## config.mk

```make
export PLATFORM = sky130hd
export DESIGN_NAME = cdt_timer_bank
export DESIGN_NICKNAME = d
export VERILOG_FILES = /design/src/cdt_pkg.sv /design/src/cdt_timer_bank.sv
export SDC_FILE = /design/constraint.sdc
export NUM_CORES = 2
export LEC_CHECK = 0
export ABC_AREA = 1
export BUFFER_PORTS_ARGS = -buffer_cell sky130_fd_sc_hd__buf_4
export CORE_MARGIN = 2
export CORE_UTILIZATION = 35
export CTS_CLUSTER_DIAMETER = 30
export DETAILED_ROUTE_END_ITERATION = 10
export PLACE_DENSITY = 0.52
export SETUP_SLACK_MARGIN = 0.2
export SYNTH_ARGS = -nofsm -noshare
export SYNTH_HDL_FRONTEND = slang
export SYNTH_SLANG_ARGS = --single-unit
export TNS_END_PERCENT = 20
```

## constraint.sdc

```tcl
create_clock -name clk -period 7.25 [get_ports clk]
set_input_delay 2.175 -clock clk [delete_from_list [all_inputs] [get_ports clk]]
set_output_delay 2.175 -clock clk [all_outputs]
set_load 0.02 [all_outputs]
```

## src/cdt_pkg.sv

```systemverilog
package cdt_pkg;

    // Bank size and bus widths
    localparam int unsigned num_timers = 8;
    localparam int unsigned data_w = 32;
    localparam int unsigned addr_w = 12;

    // Counter width of each timer, from 8 to 32 bits
    localparam int unsigned timer_width [num_timers] = '{32, 32, 16, 16, 8, 8, 24, 32};

    // Build options
    localparam bit enhanced_mode_option = 1'b1;
    localparam bit irq_bus_sync_option = 1'b0;
    localparam bit irq_polarity_option = 1'b1;

    // Address layout: one 32-byte block per timer, then the global registers
    localparam logic [addr_w-1:0] timer_block_mask = 12'h01f;
    localparam int unsigned timer_index_lsb = 5;
    localparam logic [addr_w-1:0] global_base = 12'h100;

    // Offsets inside a timer block
    localparam logic [addr_w-1:0] off_reload_value_n = 12'h000;
    localparam logic [addr_w-1:0] off_counter_readback_n = 12'h004;
    localparam logic [addr_w-1:0] off_per_timer_control_n = 12'h008;
    localparam logic [addr_w-1:0] off_irq_ack_n = 12'h00c;
    localparam logic [addr_w-1:0] off_irq_state_n = 12'h010;
    localparam logic [addr_w-1:0] off_high_reload_value_n = 12'h014;

    // Global registers
    localparam logic [addr_w-1:0] addr_irq_state_all = 12'h100;
    localparam logic [addr_w-1:0] addr_irq_ack_all = 12'h104;
    localparam logic [addr_w-1:0] addr_raw_irq_all = 12'h108;

    // Control register fields
    localparam int unsigned ctl_enable_bit = 0;
    localparam int unsigned ctl_mode_bit = 1;
    localparam int unsigned ctl_mask_bit = 2;
    localparam int unsigned ctl_width = 3;

    // Reset values
    localparam logic [ctl_width-1:0] ctl_reset = 3'h0;
    localparam logic [data_w-1:0] reload_reset = 32'h0000_0000;
    localparam logic [data_w-1:0] word_zero = 32'h0000_0000;

    // Decoded register kinds
    typedef enum logic [3:0] {
        cdt_reg_none,
        cdt_reg_reload,
        cdt_reg_readback,
        cdt_reg_control,
        cdt_reg_ack,
        cdt_reg_state,
        cdt_reg_high_reload,
        cdt_reg_state_all,
        cdt_reg_ack_all,
        cdt_reg_raw_all
    } cdt_reg_t;

endpackage : cdt_pkg

```

## src/cdt_timer_bank.sv

```systemverilog
`timescale 1ns/10ps
`default_nettype none

// Contract
// - Control bit 0 enables or disables timer
// - Enabled timer decrements on each count edge
// - First count edge after enable loads reload value
// - Disable resets counter, toggle, count state
// - Readback is zero while disabled, else live
// - Per-timer counter width, 8 to 32 bits
// - Reload accepted in parts by byte lanes
// - User mode reloads reload value at zero
// - Free mode reloads all ones at zero
// - Enhanced user mode alternates both reload values
// - Internal interrupt on zero to reload wrap
// - Disabled timer: no interrupts, pending cleared
// - Enhanced unsynced: interrupt straight from count side
// - That interrupt persists until ack or disable
// - Per-timer ack read clears only that timer
// - Global ack read clears all, penable low
// - Set beats clear when ack meets interrupt
// - State registers read without clearing anything
// - Control bit 2 masks timer interrupt
// - All masked means combined flag masked
// - Global flag set when any timer interrupts
// - One polarity option for all interrupt outputs
// - Counter-active bus output per timer
// - Non-enhanced sets interrupt by edge detect
// - PWM toggle low reload+1, high high+1
module cdt_timer_bank (
    // Clock and reset
    input wire logic clk,
    input wire logic rst,
    // APB slave
    input wire logic psel,
    input wire logic penable,
    input wire logic pwrite,
    input wire logic [cdt_pkg::addr_w-1:0] paddr,
    input wire logic [cdt_pkg::data_w-1:0] pwdata,
    input wire logic [3:0] pstrb,
    output logic [cdt_pkg::data_w-1:0] prdata,
    output logic pready,
    output logic pslverr,
    // Timer count clocks, sampled as synchronous inputs
    input wire logic [cdt_pkg::num_timers-1:0] timer_clk,
    // Timer outputs
    output logic [cdt_pkg::num_timers-1:0] counter_active,
    output logic [cdt_pkg::num_timers-1:0] toggle,
    output logic [cdt_pkg::num_timers-1:0] timer_irq,
    output logic timer_irq_flag
);

    localparam int unsigned nt = cdt_pkg::num_timers;
    localparam int unsigned dw = cdt_pkg::data_w;

    // All-ones value of the given timer's width
    function automatic logic [dw-1:0] width_mask(input int unsigned idx);
        logic [dw-1:0] m;
        m = '1;
        width_mask = m >> (dw - cdt_pkg::timer_width[idx]);
    endfunction : width_mask

    // Byte-lane merge of a write into a stored word
    function automatic logic [dw-1:0] lane_merge(input logic [dw-1:0] old, input logic [dw-1:0] wd,
                                                 input logic [3:0] strb);
        logic [dw-1:0] r;
        r = old;
        for (int b = 0; b < 4; b++) begin
            if (strb[b]) begin
                r[b*8 +: 8] = wd[b*8 +: 8];
            end
        end
        lane_merge = r;
    endfunction : lane_merge

    // Register kind of an address
    function automatic cdt_pkg::cdt_reg_t decode(input logic [cdt_pkg::addr_w-1:0] a);
        logic [cdt_pkg::addr_w-1:0] off;
        off = a & cdt_pkg::timer_block_mask;
        decode = cdt_pkg::cdt_reg_none;
        if (a < cdt_pkg::global_base) begin
            case (off)
                cdt_pkg::off_reload_value_n: decode = cdt_pkg::cdt_reg_reload;
                cdt_pkg::off_counter_readback_n: decode = cdt_pkg::cdt_reg_readback;
                cdt_pkg::off_per_timer_control_n: decode = cdt_pkg::cdt_reg_control;
                cdt_pkg::off_irq_ack_n: decode = cdt_pkg::cdt_reg_ack;
                cdt_pkg::off_irq_state_n: decode = cdt_pkg::cdt_reg_state;
                cdt_pkg::off_high_reload_value_n: begin
                    if (cdt_pkg::enhanced_mode_option) begin
                        decode = cdt_pkg::cdt_reg_high_reload;
                    end
                end
                default: decode = cdt_pkg::cdt_reg_none;
            endcase
        end else begin
            case (a)
                cdt_pkg::addr_irq_state_all: decode = cdt_pkg::cdt_reg_state_all;
                cdt_pkg::addr_irq_ack_all: decode = cdt_pkg::cdt_reg_ack_all;
                cdt_pkg::addr_raw_irq_all: decode = cdt_pkg::cdt_reg_raw_all;
                default: decode = cdt_pkg::cdt_reg_none;
            endcase
        end
    endfunction : decode

    // Software-visible state
    logic [cdt_pkg::ctl_width-1:0] per_timer_control_n [nt];
    logic [dw-1:0] reload_value_n [nt];
    logic [dw-1:0] high_reload_value_n [nt];

    // Count-side state
    logic [dw-1:0] count [nt];
    logic [nt-1:0] enable_seen;
    logic [nt-1:0] count_clk_q;
    logic [nt-1:0] raw_irq;
    logic [nt-1:0] raw_irq_q;
    logic [nt-1:0] pending;

    // Bus decode
    cdt_pkg::cdt_reg_t sel_kind;
    logic [2:0] sel_timer;
    logic setup_phase;
    logic write_done;
    logic [nt-1:0] enabled;
    logic [nt-1:0] masked;
    logic [dw-1:0] ctl_merged;

    always_comb begin
        sel_kind = decode(paddr);
        sel_timer = paddr[cdt_pkg::timer_index_lsb +: 3];
        setup_phase = psel & ~penable;
        write_done = psel & penable & pready & pwrite;
        // Control word merged by lanes, then cut to its three live bits
        ctl_merged = lane_merge({29'h0, per_timer_control_n[sel_timer]}, pwdata, pstrb);
        for (int i = 0; i < nt; i++) begin
            enabled[i] = per_timer_control_n[i][cdt_pkg::ctl_enable_bit];
            masked[i] = per_timer_control_n[i][cdt_pkg::ctl_mask_bit];
        end
    end

    // APB handshake: one wait-free access, answer registered at setup
    always_ff @(posedge clk) begin
        if (rst) begin
            pready <= 1'b0;
            pslverr <= 1'b0;
        end else begin
            pready <= setup_phase;
            pslverr <= setup_phase && (sel_kind == cdt_pkg::cdt_reg_none);
        end
    end

    // Register writes take effect at the completing edge
    always_ff @(posedge clk) begin
        if (rst) begin
            for (int i = 0; i < nt; i++) begin
                per_timer_control_n[i] <= cdt_pkg::ctl_reset;
                reload_value_n[i] <= cdt_pkg::reload_reset;
                high_reload_value_n[i] <= cdt_pkg::reload_reset;
            end
        end else if (write_done) begin
            case (sel_kind)
                cdt_pkg::cdt_reg_control: begin
                    // Enable, mode and mask written together
                    per_timer_control_n[sel_timer] <= ctl_merged[cdt_pkg::ctl_width-1:0];
                end
                cdt_pkg::cdt_reg_reload: begin
                    // Narrow masters fill the word one lane at a time
                    reload_value_n[sel_timer] <= lane_merge(reload_value_n[sel_timer], pwdata, pstrb)
                                                 & width_mask(32'(sel_timer));
                end
                cdt_pkg::cdt_reg_high_reload: begin
                    high_reload_value_n[sel_timer] <= lane_merge(high_reload_value_n[sel_timer], pwdata, pstrb)
                                                      & width_mask(32'(sel_timer));
                end
                default: begin
                end
            endcase
        end
    end

    // Read data, registered in the setup cycle so no side effect waits on penable
    always_ff @(posedge clk) begin
        if (rst) begin
            prdata <= cdt_pkg::word_zero;
        end else if (setup_phase && !pwrite) begin
            case (sel_kind)
                cdt_pkg::cdt_reg_reload: prdata <= reload_value_n[sel_timer];
                cdt_pkg::cdt_reg_high_reload: prdata <= high_reload_value_n[sel_timer];
                cdt_pkg::cdt_reg_readback: begin
                    prdata <= enabled[sel_timer] ? count[sel_timer] : cdt_pkg::word_zero;
                end
                cdt_pkg::cdt_reg_control: prdata <= {29'h0, per_timer_control_n[sel_timer]};
                cdt_pkg::cdt_reg_ack: prdata <= {31'h0, pending[sel_timer] & ~masked[sel_timer]};
                cdt_pkg::cdt_reg_state: prdata <= {31'h0, pending[sel_timer] & ~masked[sel_timer]};
                cdt_pkg::cdt_reg_state_all: prdata <= {24'h0, pending & ~masked};
                cdt_pkg::cdt_reg_ack_all: prdata <= {24'h0, pending & ~masked};
                cdt_pkg::cdt_reg_raw_all: prdata <= {24'h0, pending};
                default: prdata <= cdt_pkg::word_zero;
            endcase
        end
    end

    // Count clock edge detection; inputs are already synchronous
    always_ff @(posedge clk) begin
        if (rst) begin
            count_clk_q <= '0;
        end else begin
            count_clk_q <= timer_clk;
        end
    end

    // Counters
    always_ff @(posedge clk) begin
        for (int i = 0; i < nt; i++) begin
            if (rst || !enabled[i]) begin
                // Disable clears count, enable_seen, toggle and raw_irq at once
                count[i] <= cdt_pkg::word_zero;
                enable_seen[i] <= 1'b0;
                toggle[i] <= 1'b0;
                raw_irq[i] <= 1'b0;
            end else if (timer_clk[i] && !count_clk_q[i]) begin
                enable_seen[i] <= 1'b1;
                if (!enable_seen[i]) begin
                    count[i] <= reload_value_n[i];
                    raw_irq[i] <= 1'b0;
                end else if (count[i] == cdt_pkg::word_zero) begin
                    raw_irq[i] <= 1'b1;
                    toggle[i] <= ~toggle[i];
                    if (!per_timer_control_n[i][cdt_pkg::ctl_mode_bit]) begin
                        count[i] <= width_mask(i);
                    end else if (cdt_pkg::enhanced_mode_option && !toggle[i]) begin
                        // Toggle about to rise: high phase counts from the second value
                        count[i] <= high_reload_value_n[i];
                    end else begin
                        count[i] <= reload_value_n[i];
                    end
                end else begin
                    count[i] <= count[i] - 32'h0000_0001;
                    raw_irq[i] <= 1'b0;
                end
            end
        end
    end

    // Pending interrupts
    always_ff @(posedge clk) begin
        if (rst) begin
            raw_irq_q <= '0;
        end else begin
            raw_irq_q <= raw_irq;
        end
    end

    logic [nt-1:0] irq_set;
    logic [nt-1:0] irq_clear;

    always_comb begin
        for (int i = 0; i < nt; i++) begin
            if (cdt_pkg::enhanced_mode_option && !cdt_pkg::irq_bus_sync_option) begin
                irq_set[i] = raw_irq[i];
            end else begin
                irq_set[i] = raw_irq[i] & ~raw_irq_q[i];
            end
            // Acks act in the setup cycle, while penable is still low
            irq_clear[i] = setup_phase && !pwrite
                           && ((sel_kind == cdt_pkg::cdt_reg_ack && sel_timer == 3'(i))
                               || sel_kind == cdt_pkg::cdt_reg_ack_all);
        end
    end

    always_ff @(posedge clk) begin
        for (int i = 0; i < nt; i++) begin
            if (rst || !enabled[i]) begin
                pending[i] <= 1'b0;
            end else if (irq_set[i] || raw_irq[i]) begin
                // A clear that meets a live internal interrupt is lost
                pending[i] <= pending[i] | irq_set[i];
            end else if (irq_clear[i]) begin
                pending[i] <= 1'b0;
            end
        end
    end

    // Outputs, all from flops
    always_ff @(posedge clk) begin
        if (rst) begin
            counter_active <= '0;
            timer_irq <= {nt{~cdt_pkg::irq_polarity_option}};
            timer_irq_flag <= ~cdt_pkg::irq_polarity_option;
        end else begin
            counter_active <= enabled;
            for (int i = 0; i < nt; i++) begin
                timer_irq[i] <= (pending[i] & ~masked[i]) ^ ~cdt_pkg::irq_polarity_option;
            end
            // Masked timers drop out, so an all-masked bank never flags
            timer_irq_flag <= (|(pending & ~masked)) ^ ~cdt_pkg::irq_polarity_option;
        end
    end

endmodule : cdt_timer_bank

`default_nettype wire

```

==> metrics.md <==
| Metric | Value |
|---|---|
| Status | `finished, final reports clean` |
| Max VDD drop | `0.000272 V` |
| Most common cell after layout, fill and taps aside | `nand2_1` |
| Final Net Count | `6752` |
| XOR/XNOR Fraction of Synth Area | `2.50%` |
| Endpoint kind of the worst setup timing path | `flop` |
| Fraction of power consumed by combinational cells | `8.6%` |
| CP max stage delay | `0.44 ns` |
| CP Data Required Time | `7.96 ns` |
| Leftover overflow at the end of global routing | `0` |
| Post-CTS clock slew at the launch and capture registers of the worst setup and hold paths | `0.05 ns` |
| Hold Fails Final Rpt | `0` |
| Pre-Repair DR Iteration Count | `7` |
| Insertion delay of the later-clocked pin in the worst-skew pair | `0.88 ns` |
| Die ar. | `149000 um^2` |
| Final routed wire length divided by cell count | `30.7 um` |
| Path class of the lowest-slack min-delay path | `reg2reg` |
| Count of unique library cells instantiated by Yosys | `53` |
| Maximum fanout count along the critical path | `19` |
| EDFF count, synth | `792` |
| Mean instance size in the synthesized netlist | `7.92 um^2` |
| Deepest level of the CTS H-tree | `4` |
| Startpoint class of the critical path | `input pin` |
| Cells after Synth | `6466` |
| Fraction of the mapped netlist area in adder cells | `0.538%` |
| Post-detailed-route DRC marker count | `0` |
| Leading cell types in the layout, fill and taps excluded | `1326 x nand2_1, 1260 x nor2_1, 792 x edfxtp_1` |
| Slowest cell on the critical path | `ha_1` |
| Detail Route Antenna Nets | `0` |
| Number of top-level pins | `120` |
| Via count normalized by instance count | `5.85` |
| Detailed Route Iter0 Violations | `7677` |
| Chip height | `386 um` |
| R2r setup slk | `3.32 ns` |
| Max-slew headroom | `13.4%` |
| Growth of design area from synthesis to finish | `24.2%` |
| Final clock period utilization by the worst path | `75.6%` |
| Cell-internal power | `14.4 mW` |
| Antenna violations before repair | `9` |
| Worst setup path class | `in2reg` |
| Starting Density | `35.2%` |
| Cell area after synthesis | `51200 um^2` |
| Post-synthesis async set-or-reset flop share | `0%` |
| Leading cell types by total area after synthesis | `edfxtp_1 46%, nand2_1 9.7%, nor2_1 9.3%` |
| Detail Placement HPWL | `204000 um` |
| Row count | `140` |
| CTS Buf Count | `238` |
| Switching power as a share of total power | `25.4%` |
| Max_cap viols | `0` |
| Number of cells upsized or downsized after cts | `0` |
| Number of global-route vias before repair | `48500` |
| Core area | `145000 um^2` |
| Share of synthesized cell area in and, or, nand and nor gates | `28.2%` |
| Sequential-to-total area share from yosys stat | `50.0%` |
| Max Slew Vio Count | `0` |
| Largest net degree at the start of global routing | `101` |
| Clock network power share | `60.8%` |
| Flop pwr share | `30.7%` |
| Most repeated library cell on the critical path | `nor2_1` |
| Hold-fix buffers, CTS | `0` |
| Max frequency | `0.182 GHz` |
| Unrepaired setup endpoints after global routing | `false` |
| Synthesis Warnings | `0` |
| Post-detailed-routing wire length | `270000 um` |
| Prevailing post-synth register cell | `edfxtp_1` |
| Share of post-route cells with drive strength above 1 | `11.3%` |
| All-layer global routing usage | `35.1%` |
| Cell taking the most area after synthesis | `edfxtp_1` |
| Final Skew | `0.0527 ns` |
| Worst hold-check slack | `0.455 ns` |
| Combinational family with the most area after synthesis | `simple AND/OR/NAND/NOR gates` |
| Total via count in the routed design | `51500` |
| Fin crit period | `5.48 ns` |
| Setup violation total in the final timing report | `0` |
| Post-Synthesis Net Count | `6549` |
| Cells along the critical path | `buf_4, inv_1, ha_1, inv_1, nand2_1, ha_1, inv_1, nor2_1, clkinv_1, nor2_1, o211ai_1, buf_4, nor2_1, o21ai_1, nor2_1` |
| Post-CTS setup buffer count | `0` |
| Leakage power total | `26.1 nW` |
| Data arrival time at the worst-slack endpoint | `6.19 ns` |
| Transition time at the pin with the least slew margin | `1.29 ns` |
| CTS sink cnt | `883` |
| Synthesized flop and latch total | `883` |
| Final estimated routing congestion in global placement | `1.04` |
| CTS Buffer Depth | `3` |
| Share of cell area taken by muxes after synthesis | `0.0195%` |
| NetSw | `4.91 mW` |
| Total negative slack for setup checks | `0 ns` |
| Buffers added on ports | `119` |
| Top-area cell type share of the netlist area | `46.4%` |
| Compound-gate portion of the synthesized area | `11.8%` |
| Die Width | `386 um` |
| Areal power density over the cells | `304 nW/um^2` |
| Global-route wire length before repair | `371000 um` |
| CTS root buffer | `clkbuf_16` |
| TritonCTS clock tree | `done` |
## cells by family after synthesis
logic type | Yosys count
buffers and inverters | 900
and+or+nand+nor | 3459
AOI/OAI and AO/OA | 1055
muxes | 1
adders and majority gates | 22
DFF | 883
xor gates and xnor gates | 146
## path summary, 6_finish.rpt
check,start,end,depth (start not counted)
max,paddr[6],high_reload_value_n[7][27],15
min,irq_set[4],pending[4],2
max reg2reg,count[7][2],count[7][29],11
min reg2reg,irq_set[4],pending[4],2
## sequential cells by signal (all words and copies together), names as in the netlist, 24 cells and up
| register | count |
|---|---|
| prdata | 32 |
| per_timer_control_n | 24 |
| reload_value_n | 256 |
| count | 256 |
| high_reload_value_n | 256 |
## routing by layer
metal / up-vias / part of all wire [%] / GRT usage [%]
met5: - / 0.013 / 0
met4: 6 / 7.7 / 23.5
met2: 3414 / 42 / 51.1
met1: 25000 / 40 / 46.6
li1: 22500 / - / -
met3: 662 / 10 / 7.94
## power by group through the flow
stage                     clock network [mW]  logic [mW]  registers [mW]
after global placement                     0        1.59            6.01
after floorplan                            0       0.877            5.90
final                                   11.8        1.66            5.93
after global routing                    12.1        1.73            5.94
after CTS                               11.8        1.59            5.92
after detailed placement                   0        1.59            6.01
## worst max-delay path: cells and delay by family
kind,cells,cell delay [ns]
AND/OR/NAND/NOR,5,0.79
buffers and inverters,6,1.69
adder cells (fa/ha/maj),2,0.84
AO/OA/AOI/OAI,2,0.66
## area by class of cell
cell class | count | area [um^2]
well taps | 1917 | 2400
fillers | 14500 | 81800
multi-input cells | 4683 | 22200
diodes | 5 | 12.5
clock inverters | 168 | 2590
clock buffers | 287 | 6330
inverters | 572 | 2150
flip-flops and latches | 883 | 25600
repair buffers | 291 | 2330
## per-stage QoR
| step | util (%) | setup slack [ns] | cell area (um^2) | instances | total power, mW |
|---|---|---|---|---|---|
| 2_1_floorplan | - | 1.50 | 51200 | 6466 | 6.77 |
| 3_5_place_dp | 37.6 | 1.13 | 54700 | 8346 | 7.60 |
| 6_report | 43.7 | 1.77 | 63600 | 8806 | 19.3 |
| 4_1_cts | 43.7 | 2.04 | 63600 | 8801 | 19.3 |
| 3_3_place_gp | 37.6 | 1.20 | 54700 | 8346 | 7.60 |
| 5_1_grt | 43.7 | 1.61 | 63600 | 8801 | 19.7 |
## cells in the mapped netlist (38+ instances only)
cell      count
a21oi_1     281
a22oi_1      74
buf_2       112
clkbuf_1    181
dfxtp_1      91
edfxtp_1    792
inv_1       560
nand2_1    1330
nand3_1     546
nand4_1     117
nor2_1     1263
nor3_1       87
o211ai_1     38
o21ai_0     402
o21ai_1      47
o22ai_1      96
xnor2_1      43
xor2_1      103
Power figures use the tool's default switching activity.
